--- src/hw/iolr_pkg.sv ---
// Purpose: shared constants and carrier types for the I/O line signal router
// Assumes: 10 MHz mclk, Avalon-MM slave with 32-bit data and byte addresses
// Notes: every offset, field position, reset value and timing count lives here
package iolr_pkg;

  // clock and timing
  localparam int CLK_HZ = 10_000_000;
  localparam int PPS_PERIOD_MS = 1000;
  localparam int PPS_HALF_CYCLES = CLK_HZ / 1000 * PPS_PERIOD_MS / 2;
  localparam int DEBOUNCE_DEFAULT_US = 10;
  localparam int DEBOUNCE_DEFAULT_CYCLES = DEBOUNCE_DEFAULT_US * (CLK_HZ / 1_000_000);
  localparam int TRIG_DELAY_CYCLES = 8;

  // register byte offsets
  localparam logic [7:0] ADDR_LINE_MODE = 8'h00;
  localparam logic [7:0] ADDR_LINE_SOURCE = 8'h04;
  localparam logic [7:0] ADDR_USER_OUTPUT = 8'h08;
  localparam logic [7:0] ADDR_SOFTWARE_SIGNAL = 8'h0C;
  localparam logic [7:0] ADDR_DEBOUNCE_TIME = 8'h10;
  localparam logic [7:0] ADDR_LINE_STATUS = 8'h14;

  // field positions
  localparam int MODE_BIDIR_OUT_BIT = 0;
  localparam int SEL_ISO_LSB = 0;
  localparam int SEL_BIDIR_LSB = 8;
  localparam int SEL_WIDTH = 4;
  localparam int USER_OUT1_BIT = 0;
  localparam int USER_OUT2_BIT = 1;
  localparam int SW_SIG0_BIT = 0;
  localparam int SW_SIG1_BIT = 1;
  localparam int DEBOUNCE_WIDTH = 16;
  localparam int ST_DB_ISO_BIT = 0;
  localparam int ST_DB_BIDIR_BIT = 1;
  localparam int ST_ISO_OUT_BIT = 2;
  localparam int ST_BIDIR_OUT_BIT = 3;
  localparam int ST_PPS_BIT = 4;
  localparam int ST_FRAME_WAIT_BIT = 5;
  localparam int ST_BIDIR_OUT_MODE_BIT = 6;

  // source selection codes
  localparam int NUM_SOURCES = 15;
  localparam logic [3:0] SRC_FRAME_TRIG_WAIT = 4'h0;
  localparam logic [3:0] SRC_FRAME_TRIG_INTERNAL = 4'h1;
  localparam logic [3:0] SRC_EXPOSURE_ACTIVE = 4'h2;
  localparam logic [3:0] SRC_ACQ_TRIG_WAIT = 4'h3;
  localparam logic [3:0] SRC_ACQ_TRIG_INTERNAL = 4'h4;
  localparam logic [3:0] SRC_SENSOR_READOUT = 4'h5;
  localparam logic [3:0] SRC_DEBOUNCED_ISO_IN = 4'h6;
  localparam logic [3:0] SRC_DEBOUNCED_BIDIR = 4'h7;
  localparam logic [3:0] SRC_USER_OUTPUT1 = 4'h8;
  localparam logic [3:0] SRC_USER_OUTPUT2 = 4'h9;
  localparam logic [3:0] SRC_TIMER_ACTIVE = 4'hA;
  localparam logic [3:0] SRC_SOFTWARE_SIGNAL0 = 4'hB;
  localparam logic [3:0] SRC_SOFTWARE_SIGNAL1 = 4'hC;
  localparam logic [3:0] SRC_LOGIC_BLOCK0 = 4'hD;
  localparam logic [3:0] SRC_PULSE_PER_SECOND = 4'hE;

  // reset values
  localparam logic RST_BIDIR_OUT_MODE = 1'b0;
  localparam logic [3:0] RST_SOURCE = SRC_FRAME_TRIG_WAIT;
  localparam logic [1:0] RST_USER_OUTPUT = 2'h0;
  localparam logic [1:0] RST_SOFTWARE_SIGNAL = 2'h0;
  localparam logic [15:0] RST_DEBOUNCE = 16'(DEBOUNCE_DEFAULT_CYCLES);

  typedef struct packed {
    logic exposureActive;
    logic frameValid;
    logic transferActive;
    logic imageOutDone;
    logic triggerAccepted;
    logic timerActive;
    logic logicBlock0;
  } iolr_core_t;

  typedef struct packed {
    logic [7:0] address;
    logic read;
    logic write;
    logic [31:0] writedata;
    logic [3:0] byteenable;
  } iolr_avs_req_t;

  typedef struct packed {
    logic [31:0] readdata;
    logic waitrequest;
  } iolr_avs_rsp_t;

  typedef struct packed {
    logic isoOut;
    logic bidirOut;
    logic bidirOeN;
  } iolr_pins_t;

endpackage

--- src/hw/iolr_debounce.sv ---
// Purpose: synchronise one pin and drop pulses shorter than the debounce time
// Assumes: rawIn is asynchronous to mclk
// Notes: a new level is taken once it has held for debounceCycles cycles
module iolr_debounce (
  input wire logic mclk,
  input wire logic rst,
  input wire logic ce,
  input wire logic rawIn,
  input wire logic [15:0] debounceCycles,
  output logic level
);
  import iolr_pkg::*;

  logic sync1_q;
  logic sync2_q;
  logic stable_q;
  logic stable_d;
  logic [15:0] cnt_q;
  logic [15:0] cnt_d;
  logic [16:0] cntNext;

  always_comb
  begin
    cntNext = {1'b0, cnt_q} + 17'h00001;
    stable_d = stable_q;
    cnt_d = 16'h0000;
    if (sync2_q != stable_q)
    begin
      if (cntNext >= {1'b0, debounceCycles})
      begin
        stable_d = sync2_q;
      end
      else
      begin
        cnt_d = cntNext[15:0];
      end
    end
  end

  always_ff @(posedge mclk or posedge rst)
  begin
    if (rst)
    begin
      sync1_q <= 1'b0;
      sync2_q <= 1'b0;
      stable_q <= 1'b0;
      cnt_q <= 16'h0000;
    end
    else if (ce)
    begin
      sync1_q <= rawIn;
      sync2_q <= sync1_q;
      stable_q <= stable_d;
      cnt_q <= cnt_d;
    end
  end

  assign level = stable_q;

endmodule

--- src/hw/iolr_pps.sv ---
// Purpose: pulse-per-second square wave
// Assumes: HALF_CYCLES is half the period in mclk cycles
// Notes: starts low after reset, first rise after one half period
module iolr_pps #(
  parameter int HALF_CYCLES = iolr_pkg::PPS_HALF_CYCLES
) (
  input wire logic mclk,
  input wire logic rst,
  input wire logic ce,
  output logic pps
);
  import iolr_pkg::*;

  localparam logic [31:0] LAST_COUNT = 32'(HALF_CYCLES - 1);

  logic [31:0] cnt_q;
  logic [31:0] cnt_d;
  logic pps_q;
  logic pps_d;

  always_comb
  begin
    cnt_d = cnt_q + 32'h00000001;
    pps_d = pps_q;
    if (cnt_q >= LAST_COUNT)
    begin
      cnt_d = 32'h00000000;
      pps_d = ~pps_q;
    end
  end

  always_ff @(posedge mclk or posedge rst)
  begin
    if (rst)
    begin
      cnt_q <= 32'h00000000;
      pps_q <= 1'b0;
    end
    else if (ce)
    begin
      cnt_q <= cnt_d;
      pps_q <= pps_d;
    end
  end

  assign pps = pps_q;

endmodule

--- src/hw/iolr_router.sv ---
// Purpose: route camera timing and control signals onto the external I/O lines
// Assumes: core signals are on mclk; pin inputs are asynchronous
// Notes: registers on Avalon-MM, one wait state on every access
// Function
// - software picks one of fifteen sources for each output-capable line
// - after reset every output line carries the frame-trigger-wait source
// - frame-trigger-wait is low from exposure start until image output
// - internal frame trigger is the accepted trigger after a processing delay
// - exposure-active is high while the sensor exposes, low afterwards
// - acquisition-wait is low during host transfer, high once it completes
// - internal acquisition trigger marks the start of an image transfer
// - sensor-readout source presents frame valid during sensor readout
// - debounced isolated input and bidirectional line are selectable sources
// - two user outputs drive software-chosen static levels
// - timer-active passes the timer-counter signal, usable as strobe
// - two software-signal sources output their software-assigned levels
// - logic-block source outputs the first logic block result
// - pulse-per-second is a 1 Hz square wave at 50 percent duty
// - bidirectional line is input or output; isolated lines fixed direction
// - trigger pulses shorter than the debounce time are discarded
module iolr_router #(
  parameter int PPS_HALF = iolr_pkg::PPS_HALF_CYCLES
) (
  input wire logic mclk,
  input wire logic rst,
  input wire logic ce,
  input wire iolr_pkg::iolr_avs_req_t avsReq,
  output iolr_pkg::iolr_avs_rsp_t avsRsp,
  input wire iolr_pkg::iolr_core_t core,
  input wire logic isoInPin,
  input wire logic bidirInPin,
  output iolr_pkg::iolr_pins_t pins
);
  import iolr_pkg::*;

  // configuration registers
  logic bidirOutMode_q;
  logic bidirOutMode_d;
  logic [3:0] selIso_q;
  logic [3:0] selIso_d;
  logic [3:0] selBidir_q;
  logic [3:0] selBidir_d;
  logic [1:0] userOut_q;
  logic [1:0] userOut_d;
  logic [1:0] swSig_q;
  logic [1:0] swSig_d;
  logic [15:0] debounce_q;
  logic [15:0] debounce_d;

  // bus handshake
  logic waitReq_q;
  logic waitReq_d;
  logic [31:0] readData_q;
  logic [31:0] readData_d;
  logic [31:0] regRead;
  logic wrTake;

  // timing source state
  logic waitLow_q;
  logic waitLow_d;
  logic expPrev_q;
  logic expPrev_d;
  logic xferPrev_q;
  logic xferPrev_d;
  logic acqPulse_q;
  logic acqPulse_d;
  logic [TRIG_DELAY_CYCLES-1:0] trigDly_q;
  logic [TRIG_DELAY_CYCLES-1:0] trigDly_d;

  // line sources and outputs
  logic [1:0] rawIn;
  logic [1:0] dbLevel;
  logic ppsLevel;
  logic [NUM_SOURCES-1:0] srcVec;
  logic [3:0] lineSel [2];
  logic [1:0] line_q;
  logic [1:0] line_d;
  logic bidirOeN_q;
  logic bidirOeN_d;

  function automatic logic [31:0] mergeBytes(
    input logic [31:0] oldVal,
    input logic [31:0] newVal,
    input logic [3:0] be
  );
    logic [31:0] res;
    res = oldVal;
    for (int i = 0; i < 4; i++)
    begin
      if (be[i])
      begin
        res[i*8 +: 8] = newVal[i*8 +: 8];
      end
    end
    return res;
  endfunction

  // debounce both input-capable lines
  assign rawIn = {bidirInPin, isoInPin};

  for (genvar g = 0; g < 2; g++)
  begin : gDebounce
    iolr_debounce uDebounce (
      .mclk(mclk),
      .rst(rst),
      .ce(ce),
      .rawIn(rawIn[g]),
      .debounceCycles(debounce_q),
      .level(dbLevel[g])
    );
  end

  iolr_pps #(
    .HALF_CYCLES(PPS_HALF)
  ) uPps (
    .mclk(mclk),
    .rst(rst),
    .ce(ce),
    .pps(ppsLevel)
  );

  // register read mux
  always_comb
  begin
    regRead = 32'h00000000;
    case (avsReq.address)
      ADDR_LINE_MODE:
      begin
        regRead[MODE_BIDIR_OUT_BIT] = bidirOutMode_q;
      end
      ADDR_LINE_SOURCE:
      begin
        regRead[SEL_ISO_LSB +: SEL_WIDTH] = selIso_q;
        regRead[SEL_BIDIR_LSB +: SEL_WIDTH] = selBidir_q;
      end
      ADDR_USER_OUTPUT:
      begin
        regRead[USER_OUT1_BIT] = userOut_q[0];
        regRead[USER_OUT2_BIT] = userOut_q[1];
      end
      ADDR_SOFTWARE_SIGNAL:
      begin
        regRead[SW_SIG0_BIT] = swSig_q[0];
        regRead[SW_SIG1_BIT] = swSig_q[1];
      end
      ADDR_DEBOUNCE_TIME:
      begin
        regRead[DEBOUNCE_WIDTH-1:0] = debounce_q;
      end
      ADDR_LINE_STATUS:
      begin
        regRead[ST_DB_ISO_BIT] = dbLevel[0];
        regRead[ST_DB_BIDIR_BIT] = dbLevel[1];
        regRead[ST_ISO_OUT_BIT] = line_q[0];
        regRead[ST_BIDIR_OUT_BIT] = line_q[1];
        regRead[ST_PPS_BIT] = ppsLevel;
        regRead[ST_FRAME_WAIT_BIT] = ~waitLow_q;
        regRead[ST_BIDIR_OUT_MODE_BIT] = ~bidirOeN_q;
      end
      default:
      begin
        regRead = 32'h00000000;
      end
    endcase
  end

  // one wait state: waitrequest drops for a single cycle per request
  always_comb
  begin
    waitReq_d = 1'b1;
    readData_d = readData_q;
    if ((avsReq.read || avsReq.write) && waitReq_q)
    begin
      waitReq_d = 1'b0;
      readData_d = avsReq.read ? regRead : 32'h00000000;
    end
  end

  always_ff @(posedge mclk or posedge rst)
  begin
    if (rst)
    begin
      waitReq_q <= 1'b1;
      readData_q <= 32'h00000000;
    end
    else if (ce)
    begin
      waitReq_q <= waitReq_d;
      readData_q <= readData_d;
    end
  end

  // write takes effect on the edge where the master sees waitrequest low
  assign wrTake = avsReq.write && !waitReq_q;

  always_comb
  begin
    logic [31:0] merged;
    merged = 32'h00000000;
    bidirOutMode_d = bidirOutMode_q;
    selIso_d = selIso_q;
    selBidir_d = selBidir_q;
    userOut_d = userOut_q;
    swSig_d = swSig_q;
    debounce_d = debounce_q;
    if (wrTake)
    begin
      merged = mergeBytes(regRead, avsReq.writedata, avsReq.byteenable);
      case (avsReq.address)
        ADDR_LINE_MODE:
        begin
          bidirOutMode_d = merged[MODE_BIDIR_OUT_BIT];
        end
        ADDR_LINE_SOURCE:
        begin
          selIso_d = merged[SEL_ISO_LSB +: SEL_WIDTH];
          selBidir_d = merged[SEL_BIDIR_LSB +: SEL_WIDTH];
        end
        ADDR_USER_OUTPUT:
        begin
          userOut_d = {merged[USER_OUT2_BIT], merged[USER_OUT1_BIT]};
        end
        ADDR_SOFTWARE_SIGNAL:
        begin
          swSig_d = {merged[SW_SIG1_BIT], merged[SW_SIG0_BIT]};
        end
        ADDR_DEBOUNCE_TIME:
        begin
          debounce_d = merged[DEBOUNCE_WIDTH-1:0];
        end
        default:
        begin
          bidirOutMode_d = bidirOutMode_q;
        end
      endcase
    end
  end

  always_ff @(posedge mclk or posedge rst)
  begin
    if (rst)
    begin
      bidirOutMode_q <= RST_BIDIR_OUT_MODE;
      selIso_q <= RST_SOURCE;
      selBidir_q <= RST_SOURCE;
      userOut_q <= RST_USER_OUTPUT;
      swSig_q <= RST_SOFTWARE_SIGNAL;
      debounce_q <= RST_DEBOUNCE;
    end
    else if (ce)
    begin
      bidirOutMode_q <= bidirOutMode_d;
      selIso_q <= selIso_d;
      selBidir_q <= selBidir_d;
      userOut_q <= userOut_d;
      swSig_q <= swSig_d;
      debounce_q <= debounce_d;
    end
  end

  // timing sources derived from the camera core
  always_comb
  begin
    expPrev_d = core.exposureActive;
    xferPrev_d = core.transferActive;
    waitLow_d = waitLow_q;
    if (core.imageOutDone)
    begin
      waitLow_d = 1'b0;
    end
    // a new exposure in the same cycle as image done keeps the wait low
    if (core.exposureActive && !expPrev_q)
    begin
      waitLow_d = 1'b1;
    end
    acqPulse_d = core.transferActive && !xferPrev_q;
    trigDly_d = {trigDly_q[TRIG_DELAY_CYCLES-2:0], core.triggerAccepted};
  end

  always_ff @(posedge mclk or posedge rst)
  begin
    if (rst)
    begin
      waitLow_q <= 1'b0;
      expPrev_q <= 1'b0;
      xferPrev_q <= 1'b0;
      acqPulse_q <= 1'b0;
      trigDly_q <= '0;
    end
    else if (ce)
    begin
      waitLow_q <= waitLow_d;
      expPrev_q <= expPrev_d;
      xferPrev_q <= xferPrev_d;
      acqPulse_q <= acqPulse_d;
      trigDly_q <= trigDly_d;
    end
  end

  // source vector indexed by selection code
  always_comb
  begin
    srcVec = '0;
    srcVec[SRC_FRAME_TRIG_WAIT] = ~waitLow_q;
    srcVec[SRC_FRAME_TRIG_INTERNAL] = trigDly_q[TRIG_DELAY_CYCLES-1];
    srcVec[SRC_EXPOSURE_ACTIVE] = core.exposureActive;
    srcVec[SRC_ACQ_TRIG_WAIT] = ~core.transferActive;
    srcVec[SRC_ACQ_TRIG_INTERNAL] = acqPulse_q;
    srcVec[SRC_SENSOR_READOUT] = core.frameValid;
    srcVec[SRC_DEBOUNCED_ISO_IN] = dbLevel[0];
    srcVec[SRC_DEBOUNCED_BIDIR] = dbLevel[1];
    srcVec[SRC_USER_OUTPUT1] = userOut_q[0];
    srcVec[SRC_USER_OUTPUT2] = userOut_q[1];
    srcVec[SRC_TIMER_ACTIVE] = core.timerActive;
    srcVec[SRC_SOFTWARE_SIGNAL0] = swSig_q[0];
    srcVec[SRC_SOFTWARE_SIGNAL1] = swSig_q[1];
    srcVec[SRC_LOGIC_BLOCK0] = core.logicBlock0;
    srcVec[SRC_PULSE_PER_SECOND] = ppsLevel;
  end

  assign lineSel[0] = selIso_q;
  assign lineSel[1] = selBidir_q;

  // per-line multiplexer, registered so a selection change cannot glitch
  for (genvar l = 0; l < 2; l++)
  begin : gLineMux
    always_comb
    begin
      line_d[l] = 1'b0;
      if (lineSel[l] < 4'(NUM_SOURCES))
      begin
        line_d[l] = srcVec[lineSel[l]];
      end
    end
  end

  // bidirectional line drives only in output mode
  assign bidirOeN_d = ~bidirOutMode_q;

  always_ff @(posedge mclk or posedge rst)
  begin
    if (rst)
    begin
      line_q <= 2'h0;
      bidirOeN_q <= 1'b1;
    end
    else if (ce)
    begin
      line_q <= line_d;
      bidirOeN_q <= bidirOeN_d;
    end
  end

  assign avsRsp.readdata = readData_q;
  assign avsRsp.waitrequest = waitReq_q;
  assign pins.isoOut = line_q[0];
  assign pins.bidirOut = line_q[1];
  assign pins.bidirOeN = bidirOeN_q;

endmodule

--- config.mk ---
export PLATFORM = sky130hd
export DESIGN_NAME = iolr_router
export DESIGN_NICKNAME = d
export VERILOG_FILES = /design/src/hw/iolr_pkg.sv /design/src/hw/iolr_debounce.sv /design/src/hw/iolr_pps.sv /design/src/hw/iolr_router.sv
export SDC_FILE = /design/constraint.sdc
export NUM_CORES = 1
export LEC_CHECK = 0
export BUFFER_PORTS_ARGS = -buffer_cell sky130_fd_sc_hd__buf_2
export CAP_MARGIN = 15
export CORE_UTILIZATION = 52
export CTS_CLUSTER_DIAMETER = 50
export CTS_CLUSTER_SIZE = 12
export DETAILED_ROUTE_END_ITERATION = 8
export HOLD_SLACK_MARGIN = 0.08
export PLACE_DENSITY = 0.74
export SLEW_MARGIN = 20
export SYNTH_ARGS = -nofsm -noshare
export SYNTH_HDL_FRONTEND = slang
export SYNTH_HIERARCHICAL = 1
export SYNTH_SLANG_ARGS = --single-unit
--- constraint.sdc ---
create_clock -name mclk -period 8.5 [get_ports mclk]
set_input_delay 1.275 -clock mclk [delete_from_list [all_inputs] [get_ports mclk]]
set_output_delay 1.275 -clock mclk [all_outputs]
set_load 0.01 [all_outputs]
==> impl_metrics.yaml <==
setup_path:
  arrival_ps: 4110
  cp_max_fo: 18
  critPathCaptureType: "flop"
  worstSetupPathType: "flop to flop"
  start_kind: "flop"
  cp.required_ps: 8840
timing:
  min_period_over_period_pct: 44.4
  clock_skew_ps: 7.41
  setup_violations: 0
  slew_headroom_pct: 33.1
  rsz0062_at_grt: "no"
  timing.fmax_mhz: 265
  tightestPinTransition_ps: 996
  holdWs_ps: 474
  fin_crit_ps: 3770
  slew_violations: 0
  fin_ws_ps: 4730
  hold_violations: 0
  finalSetupTns_ps: 0
clock_network:
  cts_made_buffers: 17
  post-cts-setup-buffers: 0
  insertion_delay_ps: 420
  cts_tree: "yes"
  cts_resized: 0
  clock-root-buffer: "clkbuf_16"
  clkTransAtPathRegs_ps: 60
  htreeDepth: 4
  cts_hold_buffers: 0
  cts_max_path_buffers: 2
  cts.sinks: 132
synth:
  yosysTopAreaCell: "dfrtp_1"
  yosys_register_bits: 132
  synth_most_common_cell: "dfrtp_1"
  synth_common_cells: "dfrtp_1 (127), nand2_1 (62), inv_1 (58)"
  synth_cell_types: 72
  yosysSeqAreaShare_pct: 41.4
  ys.flop_type: "dfrtp_1"
  synth_edf_count: 0
  synth_area_per_cell_sq_um: 10.1
  synth_area_sq_um: 7990
  syn_inst: 794
  yosys_warnings: 6
  synth_top_area_share_pct: 39.8
  synth.area.top_cells: "dfrtp_1 (40%), mux2_2 (5.9%), ha_1 (5.5%)"
  ys_async_sr_fraction_pct: 100
global_routing:
  antenna_found_initial: 0
  grt_max_degree: 53
  grt_usage_pct: 24.7
  overflow: 0
  grt_pass1_vias: 6031
  grt_first_pass_wirelength_um: 30700
final_layout:
  fin_cells: 1031
  final_nets: 927
  design_area_sq_um: 8870
  fillers: 1254
  post-route-util_pct: 60.2
  multi_input_area_sq_um: 4150
  drive_above_1_share_pct: 20.1
  seq_area_sq_um: 3310
  area_growth_pct: 11.1
  diodes: 0
pwr:
  ir_worst_vdd_v: 0.000143
  p_leak_nw: 4.00
  p_per_area_nw_per_um2: 197
  p_total_mw: 1.75
placement:
  dp_cells: 999
  pre_cts_slack_ps: 4780
  dpl.hpwl_um: 12700
  place_area_sq_um: 8230
  place.port_buffers: 59
  gp_congestion: 0.872
worst_hold_path:
  hold_class: "flop to flop"
floorplanning:
  initial_core_util_pct: 54.2
  die-area_sq_um: 15900
  core_sq_um: 14800
  die_width_um: 126
  die_h_um: 126
  io_pins: 94
  row_count: 44
detailed_routing:
  viasPerCell: 5.96
  drt-total-wl_um: 17900
  routedWlPerCell_um: 17.4
  detailroute.via_count: 6143
  drc_errors: 0
  drtIter0Drc: 448
  ant_nets: 0
  drt-pass1-iter-count: 5
run_status:
  status: "finished clean"
run:
  maxCapViolCount: 0
sequential cells by signal, summed over array words and instances (netlist names):
name	flops
xferPrev_q	1
selBidir_q	4
bidirOeN_q	1
acqPulse_q	1
gDebounce.uDebounce/cnt_q	32
uPps/pps	1
readData_q	16
trigDly_q	8
bidirOutMode_q	1
gDebounce.uDebounce/sync1_q	2
uPps/cnt_q	32
swSig_q	2
waitReq_q	1
debounce_q	16
userOut_q	2
selIso_q	4
line_q	2
gDebounce.uDebounce/sync2_q	2
expPrev_q	1
waitLow_q	1
gDebounce.uDebounce/level	2
power by group:
group	internal (mW)	switching, mW
clock	0.501	0.287
combinational	0.0889	0.149
sequential	0.670	0.0521
cell families after synthesis:
logic type / Yosys count / share of synthesized area [%]
and+or+nand+nor: 258 / 17.6
AOI/OAI and AO/OA: 146 / 14.0
DFF: 132 / 41.4
buffers and inverters: 116 / 7.47
muxes: 56 / 8.49
xor gates and xnor gates: 50 / 5.48
adders and majority gates: 35 / 5.48
other: 1 / 0.0469
path summary, 6_finish.rpt:
check | start | end | slack [ps] | cells after the start
max reg2reg | gDebounce[0].uDebounce/cnt_q[0] | gDebounce[0].uDebounce/cnt_q[13] | 4730 | 11
min reg2reg | readData_q[11] | readData_q[11] | 470 | 2
max in group asynchronous | rst | readData_q[1] | 6780 | 3
min in group asynchronous | rst | debounce_q[14] | 820 | 2
min | readData_q[11] | readData_q[11] | 470 | 2
max | gDebounce[0].uDebounce/cnt_q[0] | gDebounce[0].uDebounce/cnt_q[13] | 4730 | 11
cells in the final DEF (no fill, tap or decap), drive strengths merged, types with 7 or more instances in the layout:
cell	synthesis	routed
a21oi	19	19
a31oi	16	16
a32o	23	23
and3	11	11
and4	10	10
buf	40	64
clkbuf	18	18
conb	1	16
dfrtp	127	127
ha	35	35
inv	58	62
mux2	44	44
mux2i	7	7
nand2	65	65
nand2b	7	7
nand3	42	42
nand4	25	25
nor2	52	52
nor2b	9	9
nor3	8	8
nor4	12	12
o211ai	7	7
o21a	9	9
o21ai	17	17
o31ai	14	14
xnor2	27	27
xor2	23	23
worst max-delay path: stages (launching register included):
cell and delay, ps:
dfrtp_1 440, ha_1 280, nand4_1 200, nor4_1 340
xor2_1 250, ha_1 290, a21o_1 200, a21oi_2 200
o31ai_4 120, nor4_4 880, nand2_1 240, o22ai_1 240
cell type report:
type,count,share of cell area [%]
clock buffer,18,4.95
clock inverter,14,2.23
inverter,58,2.45
multi-input combinational,561,46.7
sequential,132,37.3
tap,184,2.59
timing repair buffer,64,3.75
per-layer routing:
metal | routed length [um] | vias to the layer above | global-route usage, %
met5 | 0 | - | 0
met4 | 374 | 0 | 8.86
met3 | 830 | 29 | 5.73
met2 | 8440 | 175 | 38.8
met1 | 8240 | 2992 | 33.5
li1 | - | 2947 | -
No activity file was read; power rests on OpenSTA's default activity.
